$ cat config.mk
export PLATFORM = sky130hd
export DESIGN_NAME = rrfse_exec
export DESIGN_NICKNAME = d
export VERILOG_FILES = /design/src/logic/rrfse_pkg.sv /design/src/logic/rrfse_exec.sv
export SDC_FILE = /design/constraint.sdc
export NUM_CORES = 2
export LEC_CHECK = 0
export BUFFER_PORTS_ARGS = -buffer_cell sky130_fd_sc_hd__buf_2
export CORE_ASPECT_RATIO = 1.5
export CORE_UTILIZATION = 50
export CTS_BUF_LIST = sky130_fd_sc_hd__clkbuf_4 sky130_fd_sc_hd__clkbuf_8 sky130_fd_sc_hd__clkbuf_16
export DETAILED_ROUTE_END_ITERATION = 10
export PLACE_DENSITY = 0.68
export SKIP_CTS_REPAIR_TIMING = 1
export SYNTH_ARGS = -nofsm -noshare
export SYNTH_HDL_FRONTEND = slang
export SYNTH_SLANG_ARGS = --single-unit
$ cat constraint.sdc
create_clock -name clk_sys -period 5.1 [get_ports clk_sys]
set_input_delay 0 -clock clk_sys [delete_from_list [all_inputs] [get_ports clk_sys]]
set_output_delay 0 -clock clk_sys [all_outputs]
set_load 0.005 [all_outputs]
$ cat src/logic/rrfse_pkg.sv
// Constants, types and register map for the return, flag and shift execution block
`default_nettype none
package rrfse_pkg;

  // Data path width
  localparam int unsigned XLEN = 32;

  // Instruction encodings and the masks that free their register fields
  localparam logic [15:0] ENC_ROTATE = 16'h4005;
  localparam logic [15:0] MASK_ROTATE = 16'hf0ff;
  localparam logic [15:0] ENC_ERET = 16'h002b;
  localparam logic [15:0] ENC_RTS = 16'h000b;
  localparam logic [15:0] ENC_SETS = 16'h0058;
  localparam logic [15:0] ENC_SETC = 16'h0018;
  localparam logic [15:0] ENC_ASHIFT = 16'h400c;
  localparam logic [15:0] MASK_ASHIFT = 16'hf00f;

  // Register field positions inside the instruction word
  localparam int unsigned DST_LO = 8;
  localparam int unsigned SRC_LO = 4;

  // Status word bit positions
  localparam int unsigned FLAG_CMP = 0;
  localparam int unsigned FLAG_MAC = 1;
  localparam int unsigned FLAG_PRIV = 30;
  localparam int unsigned SIGN = 31;

  // Program counter step for one sixteen bit instruction
  localparam logic [31:0] PC_STEP = 32'h0000_0002;

  // Extra busy cycles of the exception return beyond its issue cycle
  localparam logic [1:0] ERET_WAIT = 2'h3;
  localparam logic [1:0] WAIT_LAST = 2'h1;

  // Reset values
  localparam logic [31:0] PC_RESET = 32'h0000_0000;
  localparam logic [31:0] STW_RESET = 32'h4000_0000;
  localparam logic [31:0] ZERO32 = 32'h0000_0000;

  // Register byte addresses on the bus
  localparam logic [7:0] ADDR_STAT = 8'h00;
  localparam logic [7:0] ADDR_CLR = 8'h04;
  localparam logic [7:0] ADDR_EN = 8'h08;
  localparam logic [7:0] ADDR_PC = 8'h0c;
  localparam logic [7:0] ADDR_STW = 8'h10;
  localparam logic [7:0] ADDR_SAVST = 8'h14;
  localparam logic [7:0] ADDR_SAVPC = 8'h18;
  localparam logic [7:0] ADDR_LINK = 8'h1c;
  localparam logic [7:0] ADDR_TGT = 8'h20;
  localparam logic [1:0] GPR_WIN = 2'h1;

  // Bus response codes
  localparam logic [1:0] RESP_OKAY = 2'h0;
  localparam logic [1:0] RESP_SLVERR = 2'h2;

  // Event bits: general illegal, slot illegal, delayed return completed
  localparam int unsigned NUM_EV = 3;
  typedef struct packed {
    logic retDone;
    logic slotIll;
    logic genIll;
  } rrfse_evt_t;

endpackage : rrfse_pkg
`default_nettype wire

$ cat src/logic/rrfse_exec.sv
// Execution unit for rotate, returns, flag sets and dynamic arithmetic shift
//
// Local design decisions: the AXI4-Lite register port and the address map.
`timescale 1ns/1ps
`default_nettype none
module rrfse_exec (
  input wire logic clk_sys,
  input wire logic rst,
  input wire logic ce,
  // Instruction stream
  input wire logic instrValid,
  input wire logic [15:0] instrWord,
  input wire logic extSlot,
  output logic instrReady,
  output logic [31:0] pcOut,
  output logic [31:0] statusOut,
  output logic fetchPriv,
  output logic intAllow,
  output logic excGenIll,
  output logic excSlotIll,
  output logic irq,
  // AXI4-Lite slave
  input wire logic [7:0] s_axi_awaddr,
  input wire logic s_axi_awvalid,
  output logic s_axi_awready,
  input wire logic [31:0] s_axi_wdata,
  input wire logic [3:0] s_axi_wstrb,
  input wire logic s_axi_wvalid,
  output logic s_axi_wready,
  output logic [1:0] s_axi_bresp,
  output logic s_axi_bvalid,
  input wire logic s_axi_bready,
  input wire logic [7:0] s_axi_araddr,
  input wire logic s_axi_arvalid,
  output logic s_axi_arready,
  output logic [31:0] s_axi_rdata,
  output logic [1:0] s_axi_rresp,
  output logic s_axi_rvalid,
  input wire logic s_axi_rready
);
  import rrfse_pkg::*;

  typedef enum {ST_RUN, ST_ERET_WAIT} rrfse_state_t;

  ////////////////////////////////////////////////////////////////////////////
  // State
  logic [31:0] gpr [16]; // General registers
  logic [31:0] pcReg; // Program counter
  logic [31:0] stwReg; // Status word
  logic [31:0] savStReg; // Saved status word
  logic [31:0] savPcReg; // Saved program counter
  logic [31:0] linkReg; // Return link register
  logic [31:0] targetReg; // Pending branch target
  logic slotPendReg; // Next instruction is a delay slot
  logic eretSlotReg; // That slot belongs to an exception return
  logic fetchPrivReg; // Mode used to fetch the next instruction
  logic intAllowReg; // Interrupt may be taken now
  logic instrReadyReg; // Ready for the next instruction
  logic [1:0] waitReg; // Remaining return busy cycles
  rrfse_state_t stateReg; // Sequencer state
  logic excGenReg; // General illegal pulse
  logic excSlotReg; // Slot illegal pulse
  rrfse_evt_t statReg; // Sticky event bits
  rrfse_evt_t enReg; // Event enables
  logic irqReg; // Interrupt line

  // Bus state
  logic awreadyReg, wreadyReg, bvalidReg, arreadyReg, rvalidReg;
  logic [1:0] brespReg, rrespReg;
  logic [31:0] rdataReg;

  ////////////////////////////////////////////////////////////////////////////
  // Decode
  logic take; // Instruction accepted this cycle
  logic isRot, isEret, isRts, isSets, isSetc, isAsh, isBranch;
  logic inSlot; // Instruction sits in some delay slot
  logic slotIll, genIll, eretLegal, rtsLegal;
  logic [3:0] dstIdx, srcIdx;
  logic [31:0] dstVal, srcVal;

  assign take = ce && instrValid && instrReadyReg;
  assign isRot = (instrWord & MASK_ROTATE) == ENC_ROTATE;
  assign isEret = instrWord == ENC_ERET;
  assign isRts = instrWord == ENC_RTS;
  assign isSets = instrWord == ENC_SETS;
  assign isSetc = instrWord == ENC_SETC;
  assign isAsh = (instrWord & MASK_ASHIFT) == ENC_ASHIFT;
  assign isBranch = isEret || isRts;
  assign dstIdx = instrWord[DST_LO +: 4];
  assign srcIdx = instrWord[SRC_LO +: 4];
  assign dstVal = gpr[dstIdx];
  assign srcVal = gpr[srcIdx];
  // Own slot or a slot of a branch decoded elsewhere in the core
  assign inSlot = slotPendReg || extSlot;
  assign slotIll = take && inSlot && isBranch;
  assign genIll = take && !slotIll && isEret && !stwReg[FLAG_PRIV];
  assign eretLegal = take && isEret && !slotIll && !genIll;
  assign rtsLegal = take && isRts && !slotIll;

  ////////////////////////////////////////////////////////////////////////////
  // Dynamic arithmetic shift
  logic [4:0] shCnt; // Low five bits of the source
  logic [4:0] rightCnt; // Negated count, only 1 to 31 reach it
  logic [31:0] ashRes;
  always_comb begin
    shCnt = srcVal[4:0];
    rightCnt = 5'(~shCnt + 5'h01);
    if (!srcVal[SIGN]) begin
      ashRes = dstVal << shCnt;
    end else if (shCnt == 5'h00) begin
      // Thirty-two places: only the sign survives
      ashRes = {XLEN{dstVal[SIGN]}};
    end else begin
      ashRes = 32'($signed(dstVal) >>> rightCnt);
    end
  end

  ////////////////////////////////////////////////////////////////////////////
  // Bus write decode
  logic wrFire; // Address and data both taken
  logic [31:0] wrMerged; // Write data merged under strobes
  logic [31:0] wrOld; // Current value of the written word
  logic wrGpr;
  logic [3:0] wrGprIdx;
  assign wrFire = awreadyReg && wreadyReg;
  assign wrGpr = s_axi_awaddr[7:6] == GPR_WIN;
  assign wrGprIdx = s_axi_awaddr[5:2];

  always_comb begin
    case (s_axi_awaddr)
      ADDR_PC: wrOld = pcReg;
      ADDR_STW: wrOld = stwReg;
      ADDR_SAVST: wrOld = savStReg;
      ADDR_SAVPC: wrOld = savPcReg;
      ADDR_LINK: wrOld = linkReg;
      ADDR_EN: wrOld = {29'h0, enReg};
      default: wrOld = wrGpr ? gpr[wrGprIdx] : ZERO32;
    endcase
    for (int b = 0; b < 4; b++) begin
      wrMerged[b*8 +: 8] = s_axi_wstrb[b] ? s_axi_wdata[b*8 +: 8] : wrOld[b*8 +: 8];
    end
  end

  ////////////////////////////////////////////////////////////////////////////
  // Status word; bus write wins over execution in the same cycle
  logic [31:0] stwNext;
  always_comb begin
    stwNext = stwReg;
    if (wrFire && s_axi_awaddr == ADDR_STW) begin
      stwNext = wrMerged;
    end else if (eretLegal) begin
      stwNext = savStReg;
    end else if (take && isRot) begin
      stwNext[FLAG_CMP] = dstVal[0];
    end else if (take && isSetc) begin
      stwNext[FLAG_CMP] = 1'b1;
    end else if (take && isSets) begin
      stwNext[FLAG_MAC] = 1'b1;
    end
  end

  always_ff @(posedge clk_sys) begin
    if (rst) begin
      stwReg <= STW_RESET;
    end else if (ce) begin
      stwReg <= stwNext;
    end
  end

  ////////////////////////////////////////////////////////////////////////////
  // General registers
  always_ff @(posedge clk_sys) begin
    if (rst) begin
      for (int i = 0; i < 16; i++) begin
        gpr[i] <= ZERO32;
      end
    end else if (ce) begin
      if (wrFire && wrGpr) begin
        gpr[wrGprIdx] <= wrMerged;
      end else if (take && isRot) begin
        gpr[dstIdx] <= {dstVal[0], dstVal[31:1]};
      end else if (take && isAsh) begin
        gpr[dstIdx] <= ashRes;
      end
    end
  end

  ////////////////////////////////////////////////////////////////////////////
  // Saved copies and link register, loaded by software only
  always_ff @(posedge clk_sys) begin
    if (rst) begin
      savStReg <= STW_RESET;
      savPcReg <= PC_RESET;
      linkReg <= PC_RESET;
    end else if (ce && wrFire) begin
      if (s_axi_awaddr == ADDR_SAVST) savStReg <= wrMerged;
      if (s_axi_awaddr == ADDR_SAVPC) savPcReg <= wrMerged;
      if (s_axi_awaddr == ADDR_LINK) linkReg <= wrMerged;
    end
  end

  ////////////////////////////////////////////////////////////////////////////
  // Program counter, delay slot tracking and branch target
  always_ff @(posedge clk_sys) begin
    if (rst) begin
      pcReg <= PC_RESET;
      targetReg <= PC_RESET;
      slotPendReg <= 1'b0;
      eretSlotReg <= 1'b0;
    end else if (ce) begin
      if (wrFire && s_axi_awaddr == ADDR_PC) begin
        // Software redirect drops any pending branch
        pcReg <= wrMerged;
        slotPendReg <= 1'b0;
        eretSlotReg <= 1'b0;
      end else if (take) begin
        if (slotIll || genIll) begin
          // Core exception logic redirects; PC keeps the faulting address
          slotPendReg <= 1'b0;
          eretSlotReg <= 1'b0;
        end else if (slotPendReg) begin
          pcReg <= targetReg;
          slotPendReg <= 1'b0;
          eretSlotReg <= 1'b0;
        end else if (rtsLegal) begin
          // Target captured now, before the slot may alter anything
          targetReg <= linkReg;
          pcReg <= pcReg + PC_STEP;
          slotPendReg <= 1'b1;
        end else if (eretLegal) begin
          targetReg <= savPcReg;
          pcReg <= pcReg + PC_STEP;
          slotPendReg <= 1'b1;
          eretSlotReg <= 1'b1;
        end else begin
          pcReg <= pcReg + PC_STEP;
        end
      end
    end
  end

  ////////////////////////////////////////////////////////////////////////////
  // Issue sequencer: the exception return holds issue for its busy cycles
  always_ff @(posedge clk_sys) begin
    if (rst) begin
      stateReg <= ST_RUN;
      waitReg <= 2'h0;
      instrReadyReg <= 1'b1;
    end else if (ce) begin
      case (stateReg)
        ST_RUN: begin
          if (eretLegal) begin
            stateReg <= ST_ERET_WAIT;
            waitReg <= ERET_WAIT;
            instrReadyReg <= 1'b0;
          end
        end
        ST_ERET_WAIT: begin
          waitReg <= waitReg - 2'h1;
          if (waitReg == WAIT_LAST) begin
            stateReg <= ST_RUN;
            instrReadyReg <= 1'b1;
          end
        end
        default: begin
          stateReg <= ST_RUN;
          instrReadyReg <= 1'b1;
        end
      endcase
    end
  end

  ////////////////////////////////////////////////////////////////////////////
  // Fetch mode and interrupt window
  always_ff @(posedge clk_sys) begin
    if (rst) begin
      fetchPrivReg <= STW_RESET[FLAG_PRIV];
      intAllowReg <= 1'b1;
    end else if (ce) begin
      // Slot of an exception return is fetched in the mode that preceded it
      if (!(eretLegal || (eretSlotReg && !take))) begin
        fetchPrivReg <= stwNext[FLAG_PRIV];
      end
      // Closed while a return waits for its slot to run
      intAllowReg <= !(eretLegal || rtsLegal ||
                       (slotPendReg && !take));
    end
  end

  ////////////////////////////////////////////////////////////////////////////
  // Exception pulses and event status; a new event beats its clear
  logic [NUM_EV-1:0] evNow;
  assign evNow = {take && slotPendReg && !slotIll, slotIll, genIll};

  always_ff @(posedge clk_sys) begin
    if (rst) begin
      excGenReg <= 1'b0;
      excSlotReg <= 1'b0;
      statReg <= '0;
      enReg <= '0;
      irqReg <= 1'b0;
    end else if (ce) begin
      excGenReg <= genIll;
      excSlotReg <= slotIll;
      if (wrFire && s_axi_awaddr == ADDR_CLR) begin
        statReg <= (statReg & ~wrMerged[NUM_EV-1:0]) | evNow;
      end else begin
        statReg <= statReg | evNow;
      end
      if (wrFire && s_axi_awaddr == ADDR_EN) begin
        enReg <= wrMerged[NUM_EV-1:0];
      end
      irqReg <= |(statReg & enReg);
    end
  end

  ////////////////////////////////////////////////////////////////////////////
  // Bus write channel: address and data taken together, then response
  logic wrMapped;
  assign wrMapped = wrGpr || (s_axi_awaddr inside
    {ADDR_STAT, ADDR_CLR, ADDR_EN, ADDR_PC, ADDR_STW, ADDR_SAVST, ADDR_SAVPC, ADDR_LINK});

  always_ff @(posedge clk_sys) begin
    if (rst) begin
      awreadyReg <= 1'b0;
      wreadyReg <= 1'b0;
      bvalidReg <= 1'b0;
      brespReg <= RESP_OKAY;
    end else if (ce) begin
      if (wrFire) begin
        awreadyReg <= 1'b0;
        wreadyReg <= 1'b0;
        bvalidReg <= 1'b1;
        brespReg <= wrMapped ? RESP_OKAY : RESP_SLVERR;
      end else if (s_axi_awvalid && s_axi_wvalid && !bvalidReg) begin
        awreadyReg <= 1'b1;
        wreadyReg <= 1'b1;
      end
      if (bvalidReg && s_axi_bready) begin
        bvalidReg <= 1'b0;
      end
    end
  end

  ////////////////////////////////////////////////////////////////////////////
  // Bus read channel
  logic [31:0] rdMux;
  logic rdMapped;
  always_comb begin
    rdMapped = 1'b1;
    case (s_axi_araddr)
      ADDR_STAT: rdMux = {29'h0, statReg};
      ADDR_CLR: rdMux = ZERO32; // Write-only
      ADDR_EN: rdMux = {29'h0, enReg};
      ADDR_PC: rdMux = pcReg;
      ADDR_STW: rdMux = stwReg;
      ADDR_SAVST: rdMux = savStReg;
      ADDR_SAVPC: rdMux = savPcReg;
      ADDR_LINK: rdMux = linkReg;
      ADDR_TGT: rdMux = targetReg;
      default: begin
        rdMapped = s_axi_araddr[7:6] == GPR_WIN;
        rdMux = rdMapped ? gpr[s_axi_araddr[5:2]] : ZERO32;
      end
    endcase
  end

  always_ff @(posedge clk_sys) begin
    if (rst) begin
      arreadyReg <= 1'b0;
      rvalidReg <= 1'b0;
      rdataReg <= ZERO32;
      rrespReg <= RESP_OKAY;
    end else if (ce) begin
      if (arreadyReg) begin
        arreadyReg <= 1'b0;
        rvalidReg <= 1'b1;
        rdataReg <= rdMux;
        rrespReg <= rdMapped ? RESP_OKAY : RESP_SLVERR;
      end else if (s_axi_arvalid && !rvalidReg) begin
        arreadyReg <= 1'b1;
      end
      if (rvalidReg && s_axi_rready) begin
        rvalidReg <= 1'b0;
      end
    end
  end

  ////////////////////////////////////////////////////////////////////////////
  // Outputs, all straight from flip-flops
  assign instrReady = instrReadyReg;
  assign pcOut = pcReg;
  assign statusOut = stwReg;
  assign fetchPriv = fetchPrivReg;
  assign intAllow = intAllowReg;
  assign excGenIll = excGenReg;
  assign excSlotIll = excSlotReg;
  assign irq = irqReg;
  assign s_axi_awready = awreadyReg;
  assign s_axi_wready = wreadyReg;
  assign s_axi_bvalid = bvalidReg;
  assign s_axi_bresp = brespReg;
  assign s_axi_arready = arreadyReg;
  assign s_axi_rvalid = rvalidReg;
  assign s_axi_rdata = rdataReg;
  assign s_axi_rresp = rrespReg;

  ////////////////////////////////////////////////////////////////////////////
  // Checks
  chk_rotate_result: assert property (@(posedge clk_sys) disable iff (rst)
    (take && isRot && !wrFire) |=> (gpr[$past(dstIdx)] ==
      {$past(dstVal[0]), $past(dstVal[31:1])}) && (stwReg[FLAG_CMP] == $past(dstVal[0])))
    else $error("rotate result or T wrong");

  chk_eret_restore: assert property (@(posedge clk_sys) disable iff (rst)
    (eretLegal && !wrFire) |=> (stwReg == $past(savStReg)) && (targetReg == $past(savPcReg)))
    else $error("return did not restore status and target");

  chk_eret_busy: assert property (@(posedge clk_sys) disable iff (rst)
    eretLegal |=> !instrReady [*3])
    else $error("return not busy for its cycles");

  chk_eret_user: assert property (@(posedge clk_sys) disable iff (rst)
    (take && isEret && !inSlot && !stwReg[FLAG_PRIV]) |=> excGenIll && !slotPendReg)
    else $error("user mode return not trapped");

  chk_slot_target: assert property (@(posedge clk_sys) disable iff (rst)
    (take && slotPendReg && !slotIll && !wrFire) |=> pcReg == $past(targetReg))
    else $error("slot did not branch to captured target");

  chk_int_window: assert property (@(posedge clk_sys) disable iff (rst)
    (eretLegal || rtsLegal) |=> !intAllow throughout (slotPendReg [*1]))
    else $error("interrupt window open before slot");

  chk_slot_branch: assert property (@(posedge clk_sys) disable iff (rst)
    (take && inSlot && isBranch) |=> excSlotIll && !excGenIll)
    else $error("branch in slot not trapped");

  chk_fetch_mode: assert property (@(posedge clk_sys) disable iff (rst)
    eretLegal |=> fetchPriv == $past(stwReg[FLAG_PRIV]))
    else $error("slot fetch mode not the old one");

  chk_rts_target: assert property (@(posedge clk_sys) disable iff (rst)
    rtsLegal |=> slotPendReg && (targetReg == $past(linkReg)))
    else $error("subroutine return target wrong");

  chk_flag_sets: assert property (@(posedge clk_sys) disable iff (rst)
    (take && (isSets || isSetc) && !wrFire) |=> (stwReg[FLAG_MAC] || stwReg[FLAG_CMP]) &&
      (stwReg[FLAG_PRIV] == $past(stwReg[FLAG_PRIV])))
    else $error("flag set instruction wrong");

  chk_ash_right: assert property (@(posedge clk_sys) disable iff (rst)
    (take && isAsh && srcVal[SIGN] && shCnt == 5'h00 && !wrFire) |=>
      gpr[$past(dstIdx)] == {XLEN{$past(dstVal[SIGN])}})
    else $error("thirty-two place shift wrong");

  chk_ash_tflag: assert property (@(posedge clk_sys) disable iff (rst)
    (take && isAsh && !wrFire) |=> $stable(stwReg))
    else $error("shift changed the status word");

  chk_pc_step: assert property (@(posedge clk_sys) disable iff (rst)
    (take && !isBranch && !inSlot && !wrFire) |=> pcReg == $past(pcReg) + PC_STEP)
    else $error("PC did not advance by two");

endmodule : rrfse_exec
`default_nettype wire

======== Word-level counts from Yosys, hierarchy flattened ========
Memory sizes are Yosys's and may differ from the RTL's.
Index checks and enable logic that the tools add are counted.
operators by class
  add/subtract/negate cells ............... 3
  eq/ne operators ......................... 31
  shifts and indexed selects .............. 2
  muxes and demuxes ....................... 80
  bitwise logic cells ..................... 11
  reductions and logical operators ........ 83
operator list
  cell                                                                     number
  32-bit two-way mux                                                       16
  32-bit one-hot mux with 9 select lines                                   1
  32-bit one-hot mux with 6 select lines                                   1
  8-bit by 5-bit equality test with 1-bit output (second input constant)   8
  32-bit one-hot mux with 2 select lines                                   1
  32-bit OR reduction                                                      2
  1-bit two-way mux                                                        47
  32-bit by 2-bit adder with 32-bit output (second input constant)         1
  32-bit by 1-bit equality test with 1-bit output (second input constant)  1
  8-bit by 4-bit equality test with 1-bit output (second input constant)   4
  32-bit zero test                                                         1
  8-bit two-way mux                                                        4
  32-bit by 5-bit << shifter with 32-bit output                            1
  32-bit by 5-bit >>> shifter with 32-bit output                           1
  1-bit logical AND                                                        31
  30-bit two-way mux                                                       1
  2-bit AND reduction                                                      13
  16-bit by 4-bit equality test with 1-bit output (second input constant)  1
  16-bit by 5-bit equality test with 1-bit output (second input constant)  1
  16-bit by 6-bit equality test with 1-bit output (second input constant)  1
  16-bit by 7-bit equality test with 1-bit output (second input constant)  1
  8-bit by 3-bit equality test with 1-bit output (second input constant)   2
  8-bit zero test                                                          2
  2-bit nonzero test                                                       7
  other kinds (31)                                                         61
storage, ports and cells
  register bits after elaboration ......... 280
  memory bits (writable) .................. 512
  bits of input ports ..................... 78
  output and inout port bits .............. 111
  logic and storage cells ................. 243
  memories kept ........................... 1
memories
  memory  depth  width  read ports  clocked after Yosys merged registers in  write ports  line              RTL
  gpr     16     32     4           0                                        16           rrfse_exec.sv:47  logic [31:0] gpr [16];

======== Longest topological paths before layout ========
  depth after elaboration ................. 16
  mapped depth ............................ 25
  depth with buffers taken out ............ 14

======== Least setup slack after synthesis ========
Ideal clock, no wire load.
  path type ............................... register to register
  from .................................... memory gpr[3][0]
  to ...................................... memory gpr[4][11], data pin
  library setup time ...................... 0.266 ns
  arrival time ............................ 5.042 ns
  required time ........................... 4.834 ns
  path slack .............................. -0.208 ns
  stages on the path, launching flop included .. 22
  path buffers ............................ 7
  period minus slack after synthesis ...... 5.308 ns
  path through ............................ edfxtp_1 > mux4_1 > nand3b_1 > nand4_2 > buf_6 > inv_2 > buf_4 > buf_4 > buf_2 > ha_1 > buf_1 > or3b_2 > mux2i_1 > or2_2 > clkbuf_1 > nor3_2 > mux4_2 > a22oi_2 > o2111ai_1 > a221oi_2 > buf_6 > nor2_1
RTL lines
  element      line
  from (decl)  rrfse_exec.sv:47

==> results.py <==
metrics = {
    "global_routing": {
        "antenna_found_initial": 8,
        "grt_pass1_wl_mm": 292,
        "track_usage_pct": 41.6,
        "overflow": 0,
        "first_global_vias": 41400,
        "grt_max_degree": 89,
    },
    "critical_path": {
        "critPathBufInv": 4,
        "critPathCaptureType": "flop",
        "crit_family": "multiplexers",
        "r2r_start": "gpr[9][1]",
        "crit_start": "gpr[9][1]",
        "reg2reg_slack_ns": 0.25,
        "cpMostUsedCell": "buf_4",
        "arrival_ns": 5.27,
        "cpMaxStageDelayCell": "a22oi_1",
        "crit_path_start_kind": "flop",
        "crit_required_ns": 5.52,
        "path_cells": "mux4_1 -> mux4_2 -> inv_2 -> ha_1 -> buf_4 -> nand3_1 -> mux2i_1 -> nor2_1 -> nand3_1 -> buf_4 -> mux4_2 -> nor3_1 -> nor4_1 -> a22oi_1 -> buf_4 -> nor2_1",
        "reg2reg_depth": 16,
        "timing.rr.end": "gpr[12][14]",
        "critPathMaxFanout": 16,
        "slowest_delay_ns": 0.62,
        "critPathKind": "flop to flop",
    },
    "timing": {
        "final_max_slew_viol_count": 0,
        "tns_ns": 0,
        "finalSetupViolCount": 0,
        "grt_setup_unrepaired": "false",
        "min_period_over_period_pct": 95.2,
        "relSlewSlack_pct": 12.7,
        "fmax_mhz": 206,
        "fin_skew_ns": 0.0241,
        "final_hold_viol_count": 15,
        "worst_pin_slew_ns": 1.31,
        "post-route-min-period_ns": 4.85,
        "hold_ws_ns": -0.0257,
    },
    "logic_synthesis": {
        "synth_seq_cells": 759,
        "avgSynthCellArea_um2": 11.3,
        "synthArstFlopShare_pct": 0,
        "syn_inst": 4278,
        "synthTopCellsByArea": "edfxtp_1, mux4_2, dfxtp_1",
        "yosysTopAreaCellShare_pct": 31.8,
        "synth_edf_count": 512,
        "synth_cell_types": 104,
        "yosysTopAreaCell": "edfxtp_1",
        "syn-cell-area_um2": 48400,
        "synthFlopType": "edfxtp_1",
        "ys_warn_count": 0,
        "synth-seq-area-share_pct": 42.0,
    },
    "die": {
        "rows": 139,
        "dieArea_um2": 98100,
        "initial_core_util_pct": 50.5,
        "ios": 189,
        "die_h_um": 383,
        "chipWidth_um": 256,
        "coreArea_um2": 95800,
    },
    "detailed_routing": {
        "met3WireLength_mm": 31.6,
        "via_per_inst": 7.51,
        "vias": 43000,
        "dr_wl_met2_mm": 91.9,
        "drc": 1,
        "dr.pass1.iters": 11,
        "wire_per_inst_um": 36.0,
        "postRouteAntennaNets": 0,
        "wl_mm": 206,
        "drt_iter0_drc": 7269,
        "highest_layer": "met5",
        "met1Wirelength_mm": 63.0,
    },
    "worst_hold_path": {
        "min_to": "savPcReg[6]",
        "holdPathStages": 5,
        "min_path_type": "input pin to flop",
        "worstHoldStart": "s_axi_wstrb[0]",
    },
    "cts": {
        "cts_tree": "yes",
        "clock_sinks": 759,
        "htreeDepth": 3,
        "root_buffer": "clkbuf_16",
        "cts-buffers-inserted": 74,
        "worstSkewPairLatency_ns": 0.71,
        "cts.clk_slew.worst_paths_ns": 0.06,
        "cts_buffer_depth": 3,
    },
    "finish": {
        "drive_gt1_share_pct": 27.4,
        "final_nets": 4477,
        "postLayoutCoreUtil_pct": 56.8,
        "finalNonFillerCells": 5724,
        "syn_to_final_growth_pct": 12.5,
    },
    "power_and_ir_drop": {
        "ir_drop_mv": 0.252,
        "leakagePower_uw": 0.0185,
        "power_density_nw_per_um2": 298,
    },
    "run": {
        "maxCapViolCount": 0,
    },
    "place": {
        "placed_cells": 5550,
        "hpwlAfterDp_mm": 133,
        "gp_congestion": 1.12,
        "port_buffers": 186,
    },
    "outcome": {
        "violations": "design-rule violations, negative hold slack",
        "status": "complete, but fails checks",
    },
}
[kinds of logic after synthesis]
family / synth area share, %
other cells: 0.00775
flops: 42.0
buf+inv: 4.15
fa+ha+maj: 0.103
compound gates: 12.6
simple gates: 13.4
xor+xnor: 0.470
mux: 27.4
[layout make-up]
| type | instances | area [µm²] |
|---|---|---|
| Timing Repair Buffer | 473 | 3520 |
| Multi-Input combinational cell | 3061 | 26300 |
| Antenna cell | 2 | 5.00 |
| Tap cell | 1269 | 1590 |
| Clock buffer | 97 | 2110 |
| Inverter | 26 | 97.6 |
| Sequential cell | 759 | 20300 |
| Fill cell | 7772 | 41400 |
| Clock inverter | 37 | 493 |
[per-layer routing]
layer | GRT usage (%) | vias up
met4 | 33.0 | 12
met5 | 0.0496 | -
met1 | 47.7 | 20800
met3 | 14.4 | 1142
li1 | - | 17000
met2 | 63.5 | 4077
[Yosys cell counts, types with 13 or more instances]
cell,number
a311oi_1,29
nand2_1,452
o22a_1,13
or3_1,33
buf_1,37
nand4_1,13
a222oi_1,25
a22oi_1,164
a21oi_1,241
mux2_2,35
nand3b_1,13
o21ai_0,111
mux2i_1,117
o21ai_1,13
nor3_1,128
nand2b_1,29
dfxtp_1,247
mux4_2,509
a221oi_1,43
nor2_1,632
nand3_1,70
inv_1,23
edfxtp_1,512
a31oi_1,14
xor2_1,20
clkbuf_1,293
nor4_1,31
buf_4,21
buf_2,66
o22ai_1,20
a211oi_1,90
[through the flow]
stage	cell area, µm²	total power, µW	hold slack, ns	setup WS [ns]
final	54400	16200	-0.0257	0.247
after global routing	54400	16500	0.00181	0.0457
after CTS	54100	16000	-0.488	0.290
after detailed placement	51400	10100	0.213	0.338
after global placement	51400	10100	0.206	0.386
after floorplan	48400	8920	0.119	0.0150
[where the power goes]
part / internal, µW / leakage (µW) / total, µW / switching (µW)
Combinational: 1230 / 0.00986 / 3330 / 2100
Clock: 3460 / 0.00129 / 6040 / 2580
Sequential: 6720 / 0.00731 / 6880 / 163
Total: 11400 / 0.0185 / 16200 / 4850
[worst reg2reg max path: stages (launching register included)]
cell and delay (ns):
edfxtp_1 0.42, mux4_1 0.55, mux4_2 0.52, inv_2 0.08, ha_1 0.17, buf_4 0.15, nand3_1 0.08, mux2i_1 0.20
nor2_1 0.11, nand3_1 0.16, buf_4 0.25, mux4_2 0.59, nor3_1 0.15, nor4_1 0.09, a22oi_1 0.62, buf_4 0.36
nor2_1 0.08
[worst max-delay path by stage]
stage	to	slack (ns)	cells past startpoint
after global routing	gpr[7][20]	0.05	15
after detailed placement	gpr[10][21]	0.34	13
after CTS	gpr[4][11]	0.29	14
after floorplan	gpr[4][11]	0.01	21
after global placement	gpr[8][21]	0.39	13
final	gpr[12][14]	0.25	16
[sequential cells by signal (all words and copies together), names as in the netlist, 2 cells and up]
name	cells
statReg	3
gpr	512
targetReg	32
savPcReg	32
linkReg	32
enReg	3
statusOut	32
savStReg	32
waitReg	2
pcOut	32
s_axi_rdata	32
[layout by cell type (no fill, tap or decap), types with 23 or more instances in the layout]
cell type      netlist  routed
buf_4               21     230
nand3_1             70      70
or3_1               33      33
mux2_2              35      35
buf_2               66     176
nor2_1             632     628
clkbuf_16            0      77
nand2_1            452     436
nor3_1             128     121
nor4_1              31      30
a22oi_1            164     164
o21ai_0            111     111
a221oi_1            43      43
a222oi_1            25      25
edfxtp_1           512     512
a311oi_1            29      29
inv_1               23      23
a21oi_1            241     240
dlygate4sd3_1        0      38
a211oi_1            90      89
dfxtp_1            247     246
mux4_2             509     509
mux2i_1            117     117
(Power assumes the default switching activity.)
